<file path="src/inc/core_cfg.svh">
`ifndef CORE_CFG_SVH
`define CORE_CFG_SVH

`define IDX_PC 4'h0
`define IDX_SP 4'h1
`define IDX_SR 4'h2
`define IDX_CONST 4'h3

`define SR_C 0
`define SR_Z 1
`define SR_N 2
`define SR_GIE 3
`define SR_CPUOFF 4
`define SR_OSCOFF 5
`define SR_SCG0 6
`define SR_SCG1 7
`define SR_V 8
`define SR_SHDN 9
`define SR_WAKE_CLEAR 16'h00f8

`define WORD_STEP 16'h0002
`define RESET_WORD 16'h0000
`define CONST_ZERO 16'h0000
`define CONST_ONE 16'h0001
`define CONST_TWO 16'h0002
`define CONST_ALL 16'hffff

`endif

</file>
<file path="src/inc/core_pkg.sv">
package core_pkg;

    typedef enum logic [2:0] {
        SRC_REG = 3'h0,
        SRC_INDEXED = 3'h1,
        SRC_SYMBOLIC = 3'h2,
        SRC_ABSOLUTE = 3'h3,
        SRC_INDIRECT = 3'h4,
        SRC_AUTOINC = 3'h5,
        SRC_IMMEDIATE = 3'h6
    } src_mode_t;

    typedef enum logic [1:0] {
        DST_REG = 2'h0,
        DST_INDEXED = 2'h1,
        DST_SYMBOLIC = 2'h2,
        DST_ABSOLUTE = 2'h3
    } dst_mode_t;

    typedef enum logic [3:0] {
        OP_MOV = 4'h0,
        OP_ADD = 4'h1,
        OP_SUB = 4'h2,
        OP_AND = 4'h3,
        OP_XOR = 4'h4,
        OP_BIS = 4'h5,
        OP_BIC = 4'h6,
        OP_CMP = 4'h7,
        OP_RETI = 4'h8
    } op_t;

    typedef enum logic [2:0] {
        ST_EXEC = 3'h0,
        ST_SRC = 3'h1,
        ST_DST_RD = 3'h3,
        ST_DST_WR = 3'h2,
        ST_PUSH_PC = 3'h6,
        ST_PUSH_SR = 3'h7,
        ST_POP_SR = 3'h5,
        ST_POP_PC = 3'h4
    } state_t;

    typedef enum logic [2:0] {
        ACTIVE = 3'h0,
        PROCESSOR_OFF_SLEEP = 3'h1,
        STANDBY_SLEEP = 3'h2,
        DEEP_OFF_SLEEP = 3'h3,
        TIMEKEEPING_ONLY_SHUTDOWN = 3'h4,
        FULL_SHUTDOWN = 3'h5
    } power_mode_t;

    typedef struct packed {
        op_t op;
        logic [3:0] src_reg;
        src_mode_t src_mode;
        logic [3:0] dst_reg;
        dst_mode_t dst_mode;
        logic [15:0] src_ext;
        logic [15:0] dst_ext;
    } instr_t;

    typedef struct packed {
        logic [15:0] addr;
        logic [15:0] wdata;
        logic rd;
        logic wr;
    } bus_req_t;

endpackage

</file>
<file path="src/rtl/cpu_core_regs.sv">
`timescale 1ns/1ps
`include "core_cfg.svh"

// How it works
// - sixteen registers of sixteen bits each
// - r0 pc, r1 sp, r2 sr, r3 constants
// - registers four to fifteen are general purpose
// - register to register finishes in one cycle
// - seven source modes, four destination modes
// - operations are register ops plus addressing
// - peripherals reached as operands over bus
// - low-power modes entered only by software
// - interrupt wakes sleep, return resumes sleep
// - shutdown modes remove core supply
module cpu_core_regs (
    input wire logic clk,
    input wire logic srst,
    input wire core_pkg::instr_t instr,
    input wire logic instr_valid,
    output logic instr_ready,
    input wire logic irq_req,
    input wire logic [15:0] irq_vector,
    input wire logic [15:0] bus_rdata,
    output core_pkg::bus_req_t bus_req,
    output logic done,
    output core_pkg::power_mode_t sleep_mode,
    output logic core_supply_en,
    output logic cpu_clk_en
);

    logic [15:0] regs [16];
    core_pkg::state_t state;
    core_pkg::instr_t cur;
    core_pkg::instr_t in;
    logic [15:0] src_val;
    logic [15:0] direct;
    logic [15:0] opnd_s;
    logic [15:0] opnd_d;
    logic [16:0] alu_res;
    logic [15:0] sr_flags;
    logic [15:0] pc;
    logic [15:0] sp;
    logic [15:0] sr;
    logic take;
    logic irq_take;
    logic shut_req;
    logic reg_finish;

    function automatic logic src_mem(core_pkg::instr_t i);
        src_mem = i.src_reg != `IDX_CONST && i.src_mode != core_pkg::SRC_REG
            && i.src_mode != core_pkg::SRC_IMMEDIATE;
    endfunction

    function automatic logic [15:0] const_value(core_pkg::src_mode_t m);
        case (m)
            core_pkg::SRC_INDEXED: const_value = `CONST_ONE;
            core_pkg::SRC_INDIRECT: const_value = `CONST_TWO;
            core_pkg::SRC_AUTOINC: const_value = `CONST_ALL;
            default: const_value = `CONST_ZERO;
        endcase
    endfunction

    function automatic logic [15:0] eff_addr(logic [2:0] mode, logic [15:0] base,
                                             logic [15:0] ext, logic [15:0] pcv);
        case (mode)
            3'h1: eff_addr = base + ext;
            3'h2: eff_addr = pcv + ext;
            3'h3: eff_addr = ext;
            default: eff_addr = base;
        endcase
    endfunction

    function automatic logic writes(core_pkg::op_t op);
        writes = op != core_pkg::OP_CMP && op != core_pkg::OP_RETI;
    endfunction

    function automatic logic [16:0] alu(core_pkg::op_t op, logic [15:0] s, logic [15:0] d);
        case (op)
            core_pkg::OP_ADD: alu = {1'b0, d} + {1'b0, s};
            core_pkg::OP_SUB, core_pkg::OP_CMP: alu = {1'b0, d} + {1'b0, ~s} + 17'h1;
            core_pkg::OP_AND: alu = {1'b0, d & s};
            core_pkg::OP_XOR: alu = {1'b0, d ^ s};
            core_pkg::OP_BIS: alu = {1'b0, d | s};
            core_pkg::OP_BIC: alu = {1'b0, d & ~s};
            default: alu = {1'b0, s};
        endcase
    endfunction

    function automatic logic [15:0] set_flags(logic [15:0] f, core_pkg::op_t op,
                                              logic [16:0] r, logic [15:0] s, logic [15:0] d);
        logic [15:0] n;
        n = f;
        if (op inside {core_pkg::OP_ADD, core_pkg::OP_SUB, core_pkg::OP_CMP,
                       core_pkg::OP_AND, core_pkg::OP_XOR}) begin
            n[`SR_Z] = r[15:0] == 16'h0000;
            n[`SR_N] = r[15];
            if (op == core_pkg::OP_ADD) begin
                n[`SR_C] = r[16];
                n[`SR_V] = s[15] == d[15] && r[15] != d[15];
            end else if (op == core_pkg::OP_AND || op == core_pkg::OP_XOR) begin
                n[`SR_C] = r[15:0] != 16'h0000;
                n[`SR_V] = 1'b0;
            end else begin
                n[`SR_C] = r[16];
                n[`SR_V] = s[15] != d[15] && r[15] != d[15];
            end
        end
        set_flags = n;
    endfunction

    assign pc = regs[`IDX_PC];
    assign sp = regs[`IDX_SP];
    assign sr = regs[`IDX_SR];

    always_comb begin
        in = (state == core_pkg::ST_EXEC) ? instr : cur;
        if (in.src_reg == `IDX_CONST)
            direct = const_value(in.src_mode);
        else if (in.src_mode == core_pkg::SRC_IMMEDIATE)
            direct = in.src_ext;
        else
            direct = regs[in.src_reg];
        if (state == core_pkg::ST_SRC)
            opnd_s = bus_rdata;
        else if (state == core_pkg::ST_EXEC)
            opnd_s = direct;
        else
            opnd_s = src_val;
        opnd_d = (state == core_pkg::ST_DST_RD) ? bus_rdata : regs[in.dst_reg];
        alu_res = alu(in.op, opnd_s, opnd_d);
        sr_flags = set_flags(sr, in.op, alu_res, opnd_s, opnd_d);
    end

    assign take = state == core_pkg::ST_EXEC && instr_valid && instr_ready;
    assign shut_req = sr[`SR_SHDN] && sr[`SR_CPUOFF] && sr[`SR_SCG1];
    assign irq_take = state == core_pkg::ST_EXEC && core_supply_en && irq_req
        && sr[`SR_GIE] && !take && !shut_req;
    assign reg_finish = (take && instr.op != core_pkg::OP_RETI && !src_mem(instr)
        && instr.dst_mode == core_pkg::DST_REG)
        || (state == core_pkg::ST_SRC && cur.dst_mode == core_pkg::DST_REG);

    always_ff @(posedge clk) begin
        if (srst) begin
            state <= core_pkg::ST_EXEC;
            for (int k = 0; k < 16; k++)
                regs[k] <= `RESET_WORD;
            cur <= '0;
            src_val <= `RESET_WORD;
            bus_req <= '0;
            done <= 1'b0;
            instr_ready <= 1'b1;
        end else if (core_supply_en) begin
            bus_req.rd <= 1'b0;
            bus_req.wr <= 1'b0;
            done <= 1'b0;
            if (state == core_pkg::ST_SRC && cur.src_mode == core_pkg::SRC_AUTOINC)
                regs[cur.src_reg] <= regs[cur.src_reg] + `WORD_STEP;
            if (reg_finish) begin
                regs[`IDX_SR] <= sr_flags;
                if (writes(in.op) && in.dst_reg != `IDX_CONST)
                    regs[in.dst_reg] <= alu_res[15:0];
                if (!(writes(in.op) && in.dst_reg == `IDX_PC))
                    regs[`IDX_PC] <= pc + `WORD_STEP;
                state <= core_pkg::ST_EXEC;
                done <= 1'b1;
                // software alone sets the sleep bits
                if (writes(in.op) && in.dst_reg == `IDX_SR)
                    instr_ready <= !alu_res[`SR_CPUOFF];
                else
                    instr_ready <= !sr[`SR_CPUOFF];
            end
            unique case (state)
                core_pkg::ST_EXEC: begin
                    if (irq_take) begin
                        regs[`IDX_SP] <= sp - `WORD_STEP;
                        bus_req <= '{addr: sp - `WORD_STEP, wdata: pc, rd: 1'b0, wr: 1'b1};
                        state <= core_pkg::ST_PUSH_PC;
                        instr_ready <= 1'b0;
                    end else if (take && !reg_finish) begin
                        cur <= instr;
                        instr_ready <= 1'b0;
                        src_val <= opnd_s;
                        if (instr.op == core_pkg::OP_RETI) begin
                            bus_req <= '{addr: sp, wdata: `RESET_WORD, rd: 1'b1, wr: 1'b0};
                            state <= core_pkg::ST_POP_SR;
                        end else if (src_mem(instr)) begin
                            bus_req <= '{addr: eff_addr(instr.src_mode, direct,
                                instr.src_ext, pc), wdata: `RESET_WORD,
                                rd: 1'b1, wr: 1'b0};
                            state <= core_pkg::ST_SRC;
                        end else begin
                            bus_req <= '{addr: eff_addr({1'b0, instr.dst_mode},
                                regs[instr.dst_reg], instr.dst_ext, pc), wdata: opnd_s,
                                rd: instr.op != core_pkg::OP_MOV,
                                wr: instr.op == core_pkg::OP_MOV};
                            state <= (instr.op == core_pkg::OP_MOV) ?
                                core_pkg::ST_DST_WR : core_pkg::ST_DST_RD;
                        end
                    end
                end
                core_pkg::ST_SRC: begin
                    if (cur.dst_mode != core_pkg::DST_REG) begin
                        src_val <= bus_rdata;
                        bus_req <= '{addr: eff_addr({1'b0, cur.dst_mode},
                            regs[cur.dst_reg], cur.dst_ext, pc), wdata: bus_rdata,
                            rd: cur.op != core_pkg::OP_MOV,
                            wr: cur.op == core_pkg::OP_MOV};
                        state <= (cur.op == core_pkg::OP_MOV) ?
                            core_pkg::ST_DST_WR : core_pkg::ST_DST_RD;
                    end
                end
                core_pkg::ST_DST_RD: begin
                    regs[`IDX_SR] <= sr_flags;
                    bus_req <= '{addr: bus_req.addr, wdata: alu_res[15:0], rd: 1'b0,
                        wr: writes(cur.op)};
                    state <= core_pkg::ST_DST_WR;
                end
                core_pkg::ST_DST_WR: begin
                    regs[`IDX_PC] <= pc + `WORD_STEP;
                    done <= 1'b1;
                    state <= core_pkg::ST_EXEC;
                    instr_ready <= !sr[`SR_CPUOFF];
                end
                core_pkg::ST_PUSH_PC: begin
                    regs[`IDX_SP] <= sp - `WORD_STEP;
                    bus_req <= '{addr: sp - `WORD_STEP, wdata: sr, rd: 1'b0, wr: 1'b1};
                    state <= core_pkg::ST_PUSH_SR;
                end
                core_pkg::ST_PUSH_SR: begin
                    regs[`IDX_SR] <= sr & ~`SR_WAKE_CLEAR;
                    regs[`IDX_PC] <= irq_vector;
                    state <= core_pkg::ST_EXEC;
                    instr_ready <= 1'b1;
                end
                core_pkg::ST_POP_SR: begin
                    regs[`IDX_SR] <= bus_rdata;
                    regs[`IDX_SP] <= sp + `WORD_STEP;
                    bus_req <= '{addr: sp + `WORD_STEP, wdata: `RESET_WORD,
                        rd: 1'b1, wr: 1'b0};
                    state <= core_pkg::ST_POP_PC;
                end
                core_pkg::ST_POP_PC: begin
                    regs[`IDX_PC] <= bus_rdata;
                    regs[`IDX_SP] <= sp + `WORD_STEP;
                    done <= 1'b1;
                    state <= core_pkg::ST_EXEC;
                    instr_ready <= !sr[`SR_CPUOFF];
                end
            endcase
        end
    end

    always_ff @(posedge clk) begin
        if (srst) begin
            sleep_mode <= core_pkg::ACTIVE;
            core_supply_en <= 1'b1;
            cpu_clk_en <= 1'b1;
        end else begin
            cpu_clk_en <= !sr[`SR_CPUOFF];
            if (shut_req)
                core_supply_en <= 1'b0;
            if (!sr[`SR_CPUOFF])
                sleep_mode <= core_pkg::ACTIVE;
            else if (shut_req && sr[`SR_OSCOFF])
                sleep_mode <= core_pkg::FULL_SHUTDOWN;
            else if (shut_req)
                sleep_mode <= core_pkg::TIMEKEEPING_ONLY_SHUTDOWN;
            else if (sr[`SR_SCG1] && sr[`SR_OSCOFF])
                sleep_mode <= core_pkg::DEEP_OFF_SLEEP;
            else if (sr[`SR_SCG1])
                sleep_mode <= core_pkg::STANDBY_SLEEP;
            else
                sleep_mode <= core_pkg::PROCESSOR_OFF_SLEEP;
        end
    end
endmodule

</file>
<file path="config.mk">
export PLATFORM = sky130hd
export DESIGN_NAME = cpu_core_regs
export DESIGN_NICKNAME = d
export VERILOG_FILES = /design/src/inc/core_pkg.sv /design/src/rtl/cpu_core_regs.sv
export VERILOG_INCLUDE_DIRS = /design/src /design/src/inc
export SDC_FILE = /design/constraint.sdc
export NUM_CORES = 2
export LEC_CHECK = 0
export BUFFER_PORTS_ARGS = -buffer_cell sky130_fd_sc_hd__buf_2
export CORE_UTILIZATION = 35
export DETAILED_ROUTE_END_ITERATION = 16
export PLACE_DENSITY = 0.61
export SETUP_SLACK_MARGIN = 0.02
export SYNTH_ARGS = -nofsm -noshare
export SYNTH_HDL_FRONTEND = slang
export SYNTH_SLANG_ARGS = --single-unit
</file>
<file path="constraint.sdc">
create_clock -name clk -period 6.55 [get_ports clk]
set_input_delay 0.3275 -clock clk [delete_from_list [all_inputs] [get_ports clk]]
set_output_delay 0.3275 -clock clk [all_outputs]
set_load 0.05 [all_outputs]
</file>
==> impl_metrics.toml <==
[setup_path]
path_buf_inv = 5
critPathLaunchType = "flip-flop"
r2r_end = "regs[2][8]"
required_ns = 6.90
setup.worst_path.end_class = "flip-flop"
crit_family = "compound AO/OA/AOI/OAI gates"
critPathKind = "flip-flop to flip-flop"
r2r-start = "state[1]"
slowest_delay_ns = 0.52
worst-path-max-fanout = 26
reg2reg_depth = 25
reg2reg_slack_ns = 0.11
crit_arrival_ns = 6.79
cp_slowest_cell = "o41ai_1"
cpMostUsedCell = "buf_4"

[synthesis]
ys_seq_area_frac = 0.277
avgSynthCellArea_sq_um = 9.40
synthCells = 3848
synthMuxAreaShare = 0.231
yosys_warnings = 0
synthDominantCellAreaShare = 0.213
ys_ff_latch = 373
yosysMostFrequentCell = "nand2_1"
synth.distinct_cells = 119
synth-simple-area-share = 0.158
synthesis.nets = 4045
syn_area_sq_mm = 0.0362
synth.area.top_cells = "edfxtp_1 (21%), mux4_2 (17%), dfxtp_1 (6.5%)"
synth_xor_area_frac = 0.0213
ys_async_sr_fraction = 0
yosysTopAreaCell = "edfxtp_1"
synth_edf_count = 256
ys_top_cells_by_count = "nand2_1 (437), nor2_1 (281), mux4_2 (280)"
synthAdderAreaFrac = 0.0398
ys.flop_type = "edfxtp_1"
synth-compound-area-share = 0.218
synth_top_family_by_area = "multiplexers"

[hold_path]
min-delay-start = "instr[23]"
min_path_type = "input pin to flip-flop"
min_path_cells = 3
min_to = "cur[23]"

[sta]
worstMarginPinSlew_ns = 1.35
setup_viol = 0
finalClockSkew_ns = 0.0624
fin_ws_ns = 0.109
finalHoldViolCount = 0
slew_viol_final = 0
fin_setup_tns_ns = 0
period_minus_slack_ns = 6.44
fmax_mhz = 155
rsz0062_at_grt = "false"
slew_headroom = 0.0949
post-route-period-util = 0.983

[die]
core_sq_mm = 0.102
ios = 126
fp.dieArea_sq_mm = 0.105
die_h_um = 323
start_util = 0.354
die_width_um = 323
num_rows = 117

[drt]
drtPass1Iterations = 10
drt_wl_total_mm = 204
initialDrtViolationCount = 6500
vias_per_cell = 7.08
wl_per_cell_um = 37.7
drc = 0
dr_total_vias = 38300
ant_nets = 0

[cts]
postCtsSetupBuffers = 0
cts-buffers-inserted = 48
htree_levels = 2
clk_latency_ns = 0.69
clk_pin_slew_ns = 0.06
cts_root_buf = "clkbuf_16"
cts_tree = "built"
clk_path_buf_depth = 3
tritoncts_num_sinks = 373

[final_layout]
drive_above_1_share = 0.243
seqCellArea_sq_mm = 0.0100
multi_input_area_sq_mm = 0.0243
area_growth_pct = 14.7
nets = 4190
fill_cells = 10200

[placement]
place_ws_ns = -0.0479
port_buffers = 125
dp_hpwl_mm = 155
globalplace.congestion = 1.09

[flow_run]
drv_cap = 0

[run_status]
status = "completed"

[pwr]
powerDensity_mw_per_mm2 = 589
ir_drop_mv = 0.627
power_uw = 24500
leakage_uw = 0.0150

[grt]
grt-ovfl-total = 0
antenna_found_initial = 9
grt_pass1_wl_mm = 281
grt_start_max_net_pins = 68
grtUsageTotal = 0.381
grt_pass1_vias = 35500
## flip-flops by register name, indices dropped and copies added, names as in the netlist, named ones only
register,cells
sleep_mode,3
src_val,16
instr_ready,1
cpu_clk_en,1
regs,256
cur,49
state,3
bus_req,34
core_supply_en,1
done,1
## routing by layer
layer,vias to the layer above,share of wire,track usage
met1,18700,0.36,0.468
met3,794,0.16,0.164
met2,3375,0.40,0.541
li1,15400,-,-
met5,-,0.00088,0.00926
met4,10,0.081,0.246
## power breakdown
group	leakage (uW)	switching, uW	internal [uW]
combinational	0.0106	11700	6160
clock	0.000806	1260	1660
sequential	0.00361	778	2900
total	0.0150	13700	10700
## worst register-to-register path: stages, from the launching register on
cell	delay [ns]
dfxtp_1	0.39
buf_12	0.20
o31a_1	0.37
nor2_4	0.17
buf_4	0.44
buf_4	0.36
nand2_1	0.09
a32oi_1	0.29
and4_2	0.44
a21o_1	0.26
ha_1	0.37
o21a_1	0.23
o31a_1	0.11
o41ai_1	0.52
buf_4	0.22
nand3_1	0.10
nand3_1	0.13
mux2i_1	0.10
a221oi_2	0.36
a21oi_1	0.15
o2bb2ai_2	0.18
buf_4	0.14
xnor2_1	0.05
and3_1	0.15
a211oi_1	0.23
a221oi_1	0.08
## cells by family after synthesis
group / count (synthesis)
compound gates: 1147
xor+xnor: 88
fa+ha+maj: 112
buf+inv: 447
flops: 373
mux: 474
simple gates: 1207
## cell usage in the layout, fill, tap and decap left out, types with 30 or more instances in the layout
cell           synthesis  final
nand2_1              437    436
buf_4                 17    289
mux4_2               280    280
nor2_1               281    271
edfxtp_1             256    256
a21oi_1              234    232
o21ai_0              202    201
o22ai_1              170    170
mux2i_1              139    137
buf_2                 62    122
nand3_1              119    119
dfxtp_1              117    110
ha_1                 107    107
a211oi_1              99     96
and3_1                76     76
or3_1                 75     74
inv_1                 66     66
nor3_1                66     65
xor2_1                48     48
clkbuf_16              0     48
mux2_2                44     44
xnor2_1               40     40
a31oi_1               40     39
dlygate4sd3_1          0     39
a21o_1                31     31
o221ai_1              32     31
a221oi_1              32     31
nand2b_1              30     30
## worst max path at each step
| stage | endpoint | slack (ns) | cells after the start | from |
|---|---|---|---|---|
| floorplan | bus_req[32] | 0.66 | 22 | instr[35] |
| global placement | regs[2][0] | 0.01 | 22 | state[1] |
| detailed placement | regs[2][0] | -0.05 | 22 | state[1] |
| CTS | regs[2][0] | 0.07 | 24 | state[1] |
| global route | regs[2][0] | 0.03 | 26 | state[1] |
| finish | regs[2][8] | 0.11 | 25 | state[1] |
## layout make-up
class,instances,area share
timing repair buffer,465,0.0832
clock buffer,54,0.0301
multi-input combinational,3028,0.586
inverter,77,0.00697
antenna,6,0.000362
tap,1368,0.0413
sequential,373,0.242
clock inverter,35,0.00959
## stage by stage
stage	utilization	hold WS [ns]	area, sq um	cells
final	0.407	0.0279	41500	5406
after global routing	0.407	0.0335	41500	5400
after CTS	0.406	0.00771	41400	5400
after detailed placement	0.386	0.446	39400	5272
after global placement	0.386	0.440	39400	5272
after floorplan	-	0.432	36200	3848
## repair_timing
item	CTS	global route
hold endpoints to repair	42	0
hold buffers	39	0
gates resized for setup	5	14
setup endpoints to repair	9	52
(Power assumes the default switching activity.)
